**src/rtl/spd_pkg.sv**
```systemverilog
// Constants, types and field layouts for the serial diagnosis command port.
// Assumes a single system clock; serial pins are sampled, never used as clocks.
package spd_pkg;
	localparam int CH = 4;
	localparam logic [4:0] CNT_FULL = 5'h10;
	localparam logic [4:0] CNT_WRAP = 5'h17;
	localparam logic [15:0] DIAG_RESET = 16'h5800;
	localparam logic [1:0] CMD_WRITE = 2'h2;
	localparam logic [1:0] CMD_READ = 2'h1;
	localparam logic [1:0] DIAG_TAIL = 2'h1;
	localparam logic [1:0] READ_ANS = 2'h2;
	localparam logic [1:0] MODE_IDLE = 2'h3;
	localparam logic [1:0] MODE_ACTIVE = 2'h2;
	localparam logic [3:0] A0_OUT = 4'h0;
	localparam logic [3:0] A0_MAP = 4'h1;
	localparam logic [3:0] A0_DIAGCFG = 4'h2;
	localparam logic [3:0] A0_OSM = 4'h3;
	localparam logic [3:0] A0_RST = 4'h4;
	localparam logic [1:0] A1_ZERO = 2'h0;
	localparam logic [1:0] A1_MAP1 = 2'h1;
	localparam logic [3:0] OUT_RST = 4'h0;
	localparam logic [3:0] MAP0_RST = 4'h4;
	localparam logic [3:0] MAP1_RST = 4'h8;
	localparam int OPENLOAD_GLOBAL_DISABLE_BIT = 4;
	localparam int RST_BIT = 0;
	localparam int FAULT_UV_BIT = 4;
	// Pin vector {vds_low, in, sleep_n, sdi, sclk, select_n}
	localparam logic [9:0] PIN_RST = 10'h009;
	localparam logic [3:0] AXI_STATUS = 4'h0;
	localparam logic [3:0] AXI_FAULT = 4'h4;
	localparam logic [3:0] AXI_LAST = 4'h8;
	localparam logic [1:0] AXI_OKAY = 2'h0;
	localparam logic [1:0] AXI_SLVERR = 2'h2;

	typedef struct packed {
		logic [1:0] cmd;
		logic [3:0] primary_addr_field;
		logic [1:0] secondary_addr_field;
		logic [7:0] data;
	} spd_frame_s;

	typedef struct packed {
		logic z15;
		logic supply_undervolt_flag;
		logic z13;
		logic [1:0] mode;
		logic frame_error_flag;
		logic z9;
		logic off_openload_flag;
		logic [3:0] z7;
		logic [3:0] channel_fault_flag;
	} spd_diag_s;

	typedef enum logic {RESP_DIAG, RESP_REG} spd_resp_e;
	typedef enum logic {LINK_IDLE, LINK_XFER} spd_link_e;
endpackage

```
**src/rtl/spd_port.sv**
```systemverilog
// Serial diagnosis command port of a four channel low side driver, with AXI4-Lite
// access for the analog stand-ins (fault flags, undervoltage) and state readback.
// Assumes serial pins are asynchronous to sys_clk and at least 4x slower.
//
// The implementer's own choices: the AXI4-Lite register port and the placing of the registers.
`timescale 1ns/1ps
`default_nettype none
module spd_port (
	input wire logic sys_clk, // System clock
	input wire logic rst, // Synchronous reset, high
	input wire logic select_low_pin, // Serial select, low active
	input wire logic sclk_pin, // Serial clock
	input wire logic sdi_pin, // Serial data in
	output logic sdo_out, // Serial data out level
	output logic sdo_oe, // Serial data out enable
	input wire logic sleep_n_pin, // Sleep request, low active
	input wire logic [spd_pkg::CH-1:0] vds_low_pin, // Drain voltage below threshold
	input wire logic [1:0] in_pin, // Parallel input pins
	output logic [spd_pkg::CH-1:0] out_on, // Channel switch drive
	output logic [spd_pkg::CH-1:0] openload_current_enable, // Diagnosis current on
	input wire logic [3:0] s_axi_awaddr, // AXI write address
	input wire logic s_axi_awvalid, // AXI write address valid
	output logic s_axi_awready, // AXI write address ready
	input wire logic [31:0] s_axi_wdata, // AXI write data
	input wire logic [3:0] s_axi_wstrb, // AXI write strobes
	input wire logic s_axi_wvalid, // AXI write data valid
	output logic s_axi_wready, // AXI write data ready
	output logic [1:0] s_axi_bresp, // AXI write response
	output logic s_axi_bvalid, // AXI write response valid
	input wire logic s_axi_bready, // AXI write response ready
	input wire logic [3:0] s_axi_araddr, // AXI read address
	input wire logic s_axi_arvalid, // AXI read address valid
	output logic s_axi_arready, // AXI read address ready
	output logic [31:0] s_axi_rdata, // AXI read data
	output logic [1:0] s_axi_rresp, // AXI read response
	output logic s_axi_rvalid, // AXI read valid
	input wire logic s_axi_rready // AXI read ready
);
	import spd_pkg::*;

	// ****************************************
	// Pin synchronisers
	// ****************************************
	logic [9:0] pin_meta;
	logic [9:0] pin_sync;
	logic csn_d;
	logic sclk_d;
	logic csn_s;
	logic sclk_s;
	logic sdi_s;
	logic sleep_n_s;
	logic [1:0] in_s;
	logic [CH-1:0] vds_s;

	always_ff @(posedge sys_clk) begin
		if (rst) begin
			pin_meta <= PIN_RST;
			pin_sync <= PIN_RST;
		end else begin
			pin_meta <= {vds_low_pin, in_pin, sleep_n_pin, sdi_pin, sclk_pin, select_low_pin};
			pin_sync <= pin_meta;
		end
	end

	assign csn_s = pin_sync[0];
	assign sclk_s = pin_sync[1];
	assign sdi_s = pin_sync[2];
	assign sleep_n_s = pin_sync[3];
	assign in_s = pin_sync[5:4];
	assign vds_s = pin_sync[9:6];

	always_ff @(posedge sys_clk) begin
		if (rst) begin
			csn_d <= 1'b1;
			sclk_d <= 1'b0;
		end else begin
			csn_d <= csn_s;
			sclk_d <= sclk_s;
		end
	end

	// ****************************************
	// Link state and edges
	// ****************************************
	spd_link_e link;
	logic cs_fall;
	logic cs_rise;
	logic sck_fall;
	logic sck_rise;

	assign cs_fall = csn_d & ~csn_s;
	assign cs_rise = ~csn_d & csn_s & (link == LINK_XFER);
	// Serial clock only counts inside an access
	assign sck_fall = sclk_d & ~sclk_s & ~csn_s & (link == LINK_XFER);
	assign sck_rise = ~sclk_d & sclk_s & ~csn_s & (link == LINK_XFER);

	always_ff @(posedge sys_clk) begin
		if (rst) begin
			link <= LINK_IDLE;
		end else begin
			case (link)
				LINK_IDLE: begin
					if (cs_fall && sleep_n_s) begin
						link <= LINK_XFER;
					end
				end
				LINK_XFER: begin
					if (csn_s || !sleep_n_s) begin
						link <= LINK_IDLE;
					end
				end
				default: begin
					link <= LINK_IDLE;
				end
			endcase
		end
	end

	// ****************************************
	// Registers and diagnosis state
	// ****************************************
	logic [15:0] shreg;
	logic [4:0] cnt;
	logic frame_err;
	logic uv_flag;
	logic sent_diag;
	logic [CH-1:0] en;
	logic [CH-1:0] map0;
	logic [CH-1:0] map1;
	logic [CH-1:0] iol;
	logic openload_global_disable;
	logic [CH-1:0] osm;
	logic [CH-1:0] fault;
	logic uv_evt;
	logic [15:0] last_frame;
	spd_resp_e resp_sel;
	logic [3:0] resp_a0;
	logic [1:0] resp_a1;
	spd_frame_s frm;
	spd_diag_s diag_word;
	logic [15:0] resp_word;
	logic good;
	logic cmd_diag;
	logic do_write;
	logic do_read;
	logic soft_rst;
	logic regs_rst;

	// Addresses that exist; the status monitor is read only
	function automatic logic addr_ok(input logic [3:0] a0, input logic [1:0] a1,
			input logic wr);
		addr_ok = 1'b0;
		case (a0)
			A0_OUT, A0_DIAGCFG, A0_RST: addr_ok = (a1 == A1_ZERO);
			A0_MAP: addr_ok = (a1 == A1_ZERO) || (a1 == A1_MAP1);
			A0_OSM: addr_ok = (a1 == A1_ZERO) && !wr;
			default: addr_ok = 1'b0;
		endcase
	endfunction

	function automatic logic [7:0] reg_read(input logic [3:0] a0, input logic [1:0] a1,
			input logic [CH-1:0] live_osm);
		reg_read = 8'h00;
		case (a0)
			A0_OUT: reg_read = {4'h0, en};
			A0_MAP: reg_read = {4'h0, (a1 == A1_MAP1) ? map1 : map0};
			A0_DIAGCFG: reg_read = {3'h0, openload_global_disable, iol};
			A0_OSM: reg_read = {4'h0, live_osm};
			default: reg_read = 8'h00;
		endcase
	endfunction

	always_comb begin
		frm = spd_frame_s'(shreg);
		good = (cnt == CNT_FULL);
		cmd_diag = ~frm.cmd[1] && (frm.data[1:0] == DIAG_TAIL);
		// Other codes and unmapped addresses fall through as syntax errors
		do_write = cs_rise && good && (frm.cmd == CMD_WRITE)
			&& addr_ok(frm.primary_addr_field, frm.secondary_addr_field, 1'b1);
		do_read = cs_rise && good && !cmd_diag && (frm.cmd == CMD_READ)
			&& addr_ok(frm.primary_addr_field, frm.secondary_addr_field, 1'b0);
		soft_rst = do_write && (frm.primary_addr_field == A0_RST) && frm.data[RST_BIT];
		regs_rst = rst || !sleep_n_s || soft_rst;
	end

	always_comb begin
		diag_word = spd_diag_s'(DIAG_RESET);
		diag_word.supply_undervolt_flag = uv_flag;
		diag_word.mode = (|en) ? MODE_ACTIVE : MODE_IDLE;
		diag_word.frame_error_flag = frame_err;
		diag_word.off_openload_flag = |(osm & ~out_on & openload_current_enable);
		diag_word.channel_fault_flag = fault;
		// Special frames and unmapped reads both answer with the diagnosis word
		if (resp_sel == RESP_REG) begin
			resp_word = {READ_ANS, resp_a0, resp_a1, reg_read(resp_a0, resp_a1, vds_s)};
		end else begin
			resp_word = diag_word;
		end
	end

	// Answer chosen at the end of one frame goes out in the next
	always_ff @(posedge sys_clk) begin
		if (regs_rst) begin
			resp_sel <= RESP_DIAG;
			resp_a0 <= 4'h0;
			resp_a1 <= 2'h0;
		end else if (cs_rise) begin
			resp_sel <= do_read ? RESP_REG : RESP_DIAG;
			resp_a0 <= frm.primary_addr_field;
			resp_a1 <= frm.secondary_addr_field;
		end
	end

	// Load on select fall, shift on falling serial clock
	always_ff @(posedge sys_clk) begin
		if (rst) begin
			shreg <= 16'h0000;
		end else if (cs_fall && sleep_n_s) begin
			shreg <= resp_word;
		end else if (sck_fall) begin
			shreg <= {shreg[14:0], sdi_s};
		end
	end

	// Wraps 23 back to 16 so chains of any length keep the modulo check
	always_ff @(posedge sys_clk) begin
		if (rst || cs_fall) begin
			cnt <= 5'h00;
		end else if (sck_fall) begin
			cnt <= (cnt == CNT_WRAP) ? CNT_FULL : cnt + 5'h01;
		end
	end

	always_ff @(posedge sys_clk) begin
		if (rst) begin
			sdo_out <= 1'b0;
			sdo_oe <= 1'b0;
		end else if (cs_fall && sleep_n_s) begin
			sdo_oe <= 1'b1;
			sdo_out <= frame_err | sdi_s;
		end else if (csn_s || !sleep_n_s) begin
			sdo_oe <= 1'b0;
		end else if (sck_rise) begin
			sdo_out <= shreg[15];
		end
	end

	always_ff @(posedge sys_clk) begin
		if (regs_rst) begin
			frame_err <= 1'b1;
		end else if (cs_rise) begin
			frame_err <= ~good;
		end
	end

	always_ff @(posedge sys_clk) begin
		if (rst) begin
			sent_diag <= 1'b0;
		end else if (cs_fall && sleep_n_s) begin
			sent_diag <= (resp_sel == RESP_DIAG);
		end
	end

	// A new undervoltage event wins over the clear by a diagnosis readout
	always_ff @(posedge sys_clk) begin
		if (rst || !sleep_n_s) begin
			uv_flag <= 1'b1;
		end else if (uv_evt) begin
			uv_flag <= 1'b1;
		end else if (soft_rst || (cs_rise && good && sent_diag)) begin
			uv_flag <= 1'b0;
		end
	end

	always_ff @(posedge sys_clk) begin
		if (regs_rst) begin
			en <= OUT_RST;
			map0 <= MAP0_RST;
			map1 <= MAP1_RST;
			iol <= 4'h0;
			openload_global_disable <= 1'b0;
		end else if (do_write) begin
			case (frm.primary_addr_field)
				A0_OUT: en <= frm.data[3:0];
				A0_MAP: begin
					if (frm.secondary_addr_field == A1_MAP1) begin
						map1 <= frm.data[3:0];
					end else begin
						map0 <= frm.data[3:0];
					end
				end
				A0_DIAGCFG: begin
					iol <= frm.data[3:0];
					openload_global_disable <= frm.data[OPENLOAD_GLOBAL_DISABLE_BIT];
				end
				default: en <= en;
			endcase
		end
	end

	// Status monitor refreshed whenever a serial read answer sends its contents out; AXI status reads leave it as it is
	always_ff @(posedge sys_clk) begin
		if (rst) begin
			osm <= 4'h0;
		end else if (cs_fall && sleep_n_s && resp_sel == RESP_REG && resp_a0 == A0_OSM) begin
			osm <= vds_s;
		end
	end

	// ****************************************
	// Channel outputs
	// ****************************************
	// No open load term here: a detected open load never turns a channel off
	always_ff @(posedge sys_clk) begin
		if (rst) begin
			out_on <= 4'h0;
			openload_current_enable <= 4'h0;
		end else begin
			out_on <= en | (map0 & {CH{in_s[0]}}) | (map1 & {CH{in_s[1]}});
			openload_current_enable <= iol & ~{CH{openload_global_disable}};
		end
	end

	always_ff @(posedge sys_clk) begin
		if (rst) begin
			last_frame <= 16'h0000;
		end else if (cs_rise && good) begin
			last_frame <= shreg;
		end
	end

	// ****************************************
	// AXI4-Lite slave
	// ****************************************
	always_ff @(posedge sys_clk) begin
		if (rst) begin
			s_axi_awready <= 1'b0;
			s_axi_wready <= 1'b0;
			s_axi_bvalid <= 1'b0;
			s_axi_bresp <= AXI_OKAY;
		end else begin
			s_axi_awready <= 1'b0;
			s_axi_wready <= 1'b0;
			if (!s_axi_awready && s_axi_awvalid && s_axi_wvalid && !s_axi_bvalid) begin
				s_axi_awready <= 1'b1;
				s_axi_wready <= 1'b1;
			end
			if (s_axi_awready) begin
				s_axi_bvalid <= 1'b1;
				s_axi_bresp <= (s_axi_awaddr == AXI_FAULT) ? AXI_OKAY : AXI_SLVERR;
			end else if (s_axi_bready) begin
				s_axi_bvalid <= 1'b0;
			end
		end
	end

	assign uv_evt = s_axi_awready && s_axi_awaddr == AXI_FAULT && s_axi_wstrb[0]
		&& s_axi_wdata[FAULT_UV_BIT];

	always_ff @(posedge sys_clk) begin
		if (rst) begin
			fault <= 4'h0;
		end else if (s_axi_awready && s_axi_awaddr == AXI_FAULT && s_axi_wstrb[0]) begin
			fault <= s_axi_wdata[3:0];
		end
	end

	always_ff @(posedge sys_clk) begin
		if (rst) begin
			s_axi_arready <= 1'b0;
			s_axi_rvalid <= 1'b0;
			s_axi_rdata <= 32'h00000000;
			s_axi_rresp <= AXI_OKAY;
		end else begin
			s_axi_arready <= !s_axi_arready && s_axi_arvalid && !s_axi_rvalid;
			if (s_axi_arready) begin
				s_axi_rvalid <= 1'b1;
				s_axi_rresp <= AXI_OKAY;
				case (s_axi_araddr)
					AXI_STATUS: s_axi_rdata <= {8'h00, osm, out_on, 16'(diag_word)};
					AXI_FAULT: s_axi_rdata <= {28'h0000000, fault};
					AXI_LAST: s_axi_rdata <= {16'h0000, last_frame};
					default: begin
						s_axi_rdata <= 32'h00000000;
						s_axi_rresp <= AXI_SLVERR;
					end
				endcase
			end else if (s_axi_rready) begin
				s_axi_rvalid <= 1'b0;
			end
		end
	end
endmodule
`default_nettype wire

```
**config.mk**
```make
export PLATFORM = sky130hd
export DESIGN_NAME = spd_port
export DESIGN_NICKNAME = d
export VERILOG_FILES = /design/src/rtl/spd_pkg.sv /design/src/rtl/spd_port.sv
export SDC_FILE = /design/constraint.sdc
export NUM_CORES = 1
export LEC_CHECK = 0
export ABC_CLOCK_PERIOD_IN_PS = 4900
export BUFFER_PORTS_ARGS = -buffer_cell sky130_fd_sc_hd__buf_2
export CAP_MARGIN = 20
export CELL_PAD_IN_SITES_DETAIL_PLACEMENT = 0
export CELL_PAD_IN_SITES_GLOBAL_PLACEMENT = 1
export CORE_AREA = 2 2 114 116
export DETAILED_ROUTE_END_ITERATION = 10
export DIE_AREA = 0 0 116 118
export PLACE_DENSITY = 0.91
export SLEW_MARGIN = 15
export SYNTH_ARGS = -nofsm -noshare
export SYNTH_HDL_FRONTEND = slang
export SYNTH_SLANG_ARGS = --single-unit
```
**constraint.sdc**
```tcl
create_clock -name sys_clk -period 4.9 [get_ports sys_clk]
set_input_delay 0.49 -clock sys_clk [delete_from_list [all_inputs] [get_ports sys_clk]]
set_output_delay 0.49 -clock sys_clk [all_outputs]
set_load 0.02 [all_outputs]
```
==> results.cfg <==
[sta]
finalCriticalPeriod_ns = 2.62
rsz0062_at_grt = false
final_max_slew_viol_count = 0
hold_viol = 0
setup_ws_ns = 2.28
fmax_mhz = 382
final-setup-viol-count = 0
fin_skew_ns = 0.00679
tightest_slew_ns = 0.999
slew_headroom_pct = 33.4
setup_tns_ns = 0
post-route-period-util_pct = 53.4

[placement]
place_congestion = 0.820
place_area_um2 = 5750
dpl.hpwl_um = 8250
dp_slack_ns = 2.31
io_buffers = 71

[power_and_ir_drop]
vdd_drop_max_v = 0.000215
leakagePower_nw = 2.59
power_density_nw_per_um2 = 389

[die]
die_h_um = 118
dieWidth_um = 116
die-area_um2 = 13700
core_area_um2 = 12400
initial_core_util_pct = 43.5
rows = 41
ios = 112

[cells_and_area]
antenna_cells = 0
area_growth_pct = 17.2
design_area_um2 = 6330
drive_above_1_share_pct = 18.5
fillCellCount = 1134
finalNetCount = 687

[setup_path]
crit_family = simple AND/OR/NAND/NOR gates
critPathBufInv = 0
arrival_ns = 2.88
path_cells = and3b_1, and2_1, a21o_1, nor2_1
crit_type = reg -> reg
max_stage_delay_ns = 0.75
slowest_stage = a21o_1
cp_data_required_time_ns = 5.16
critPathLaunchType = flip-flop
crit_fanout = 25
endpoint_kind = flip-flop

[grt]
grtUsageMet2_pct = 27.1
busiest_layer = met2
grt_pass1_wl_um = 19300
grt_use_met1_pct = 23.4
grt_start_max_net_pins = 101
use_met3_pct = 4.94
gr-total-overflow = 0
antenna_found_initial = 0
track_usage_pct = 18.1
grt_pass1_vias = 3961

[min_path]
hp-class = in -> reg

[synth]
yosys_warnings = 0
synth_top_area_share_pct = 50.0
synth_flop_cell = dfxtp_1
yosysSeqAreaShare_pct = 50.0
netlist_top_cells_area = dfxtp_1 (50%), mux2i_1 (8.0%), nor2_1 (5.4%), nand2_1 (4.4%), a21oi_1 (3.9%)
synth-edff-count = 0
synth_largest_area_cell = dfxtp_1
postSynthAreaPerCell_um2 = 9.44
ys_seq_elements = 135
netlist_area_um2 = 5400
async_flop_share_pct = 0
syn-instance-count = 572
ys_types = 56

[clock_tree]
cts.path.max_buffers = 2
cts.sinks = 135
cts-root-buf = clkbuf_16
post_cts_buffers = 0
cts_inserted_buffers = 17
clk_latency_ns = 0.41
cts_tree = built
cts.clk_slew.worst_paths_ns = 0.05
cts_hold_buf = 0
htreeDepth = 4
cts_resized = 0

[routing]
drc_errors = 0
via_per_inst = 5.16
wl_per_cell_um = 14.9
ant_nets = 0
routed_wl_um = 12000
drt-pass1-iter-count = 4
drt-initial-drc-count = 264
vias = 4158

[run_status]
status = finished clean

[run]
cap_viol_max_count = 0
==> where the power goes <==
| group | switching [mW] | internal (mW) | total, mW |
|---|---|---|---|
| sequential | 0.0208 | 1.12 | 1.14 |
| clock | 0.428 | 0.807 | 1.23 |
| combinational | 0.0581 | 0.0337 | 0.0918 |
==> cell type report <==
class                           count  area, um^2  area share, %
Sequential cell                   135        2700           42.7
Multi-Input combinational cell    388        2430           38.5
Clock buffer                       26         509           8.05
Timing Repair Buffer               72         363           5.73
Tap cell                          172         215           3.40
Clock inverter                      3        65.1           1.03
Inverter                           10        37.5          0.593
==> synth_stat cells, types with 5 or more instances <==
cell,number
a211oi_1,15
a21o_1,6
a21oi_1,42
a22oi_1,16
and2_1,6
buf_1,7
buf_2,9
buf_4,12
clkbuf_1,17
dfxtp_1,135
inv_1,10
mux2i_1,43
nand2_1,63
nand2b_1,7
nand3b_1,5
nand4_1,6
nor2_1,77
nor2b_1,19
nor3_1,6
nor4b_1,5
or2_2,5
==> cells in the final DEF, fill, tap and decap left out, types with 5 or more instances in the layout <==
cell type    n
a21o_1       6
nor4b_1      5
inv_1       10
conb_1      10
nor3_1       6
nand4_1      6
or2_2        5
nand2_1     63
dfxtp_1    135
clkbuf_16   17
clkbuf_8     5
nor2b_1     19
mux2i_1     43
a211oi_1    15
a22oi_1     16
nor2_1      77
buf_2       71
and2_1       6
nand3b_1     5
a21oi_1     42
nand2b_1     7
==> registers in the layout, summed over array words and instances (netlist names), 4 cells and up <==
name                     count
en                           4
s_axi_rdata                 24
resp_a0                      4
map1                         4
fault                        4
map0                         4
pin_sync                    10
frm                         16
openload_current_enable      4
iol                          4
last_frame                  16
pin_meta                    10
out_on                       4
osm                          4
cnt                          5
==> worst paths after layout <==
kind                 end  depth (start not counted)  slack [ns]      startpoint
max                en[3]                          4        2.28     pin_sync[0]
min          pin_meta[0]                          2        0.26  select_low_pin
max reg2reg        en[3]                          4        2.28     pin_sync[0]
min reg2reg  pin_sync[0]                          1        0.41     pin_meta[0]
==> cell families after synthesis <==
group,after synthesis,share of synthesized area (%)
compound gates,101,12.4
simple gates,220,20.4
flops,135,50.0
buf+inv,58,5.49
other cells,1,0.0694
xor+xnor,4,0.649
mux,51,10.5
fa+ha+maj,2,0.463
==> stage by stage <==
step / cells / utilization, % / power, mW / hold WS (ns)
after floorplan: 581 / - / 1.23 / 0.389
after global placement: 777 / 46.3 / 1.25 / 0.395
after detailed placement: 777 / 46.3 / 1.25 / 0.397
after CTS: 806 / 51.0 / 2.48 / 0.239
after global routing: 806 / 51.0 / 2.54 / 0.264
final: 806 / 51.0 / 2.46 / 0.258
==> per-layer routing <==
layer / up-vias / part of all wire (%)
li1: 2072 / -
met1: 1926 / 47
met2: 129 / 45
met3: 31 / 5.1
met4: 0 / 2.9
met5: - / 0
(Power assumes the default switching activity.)
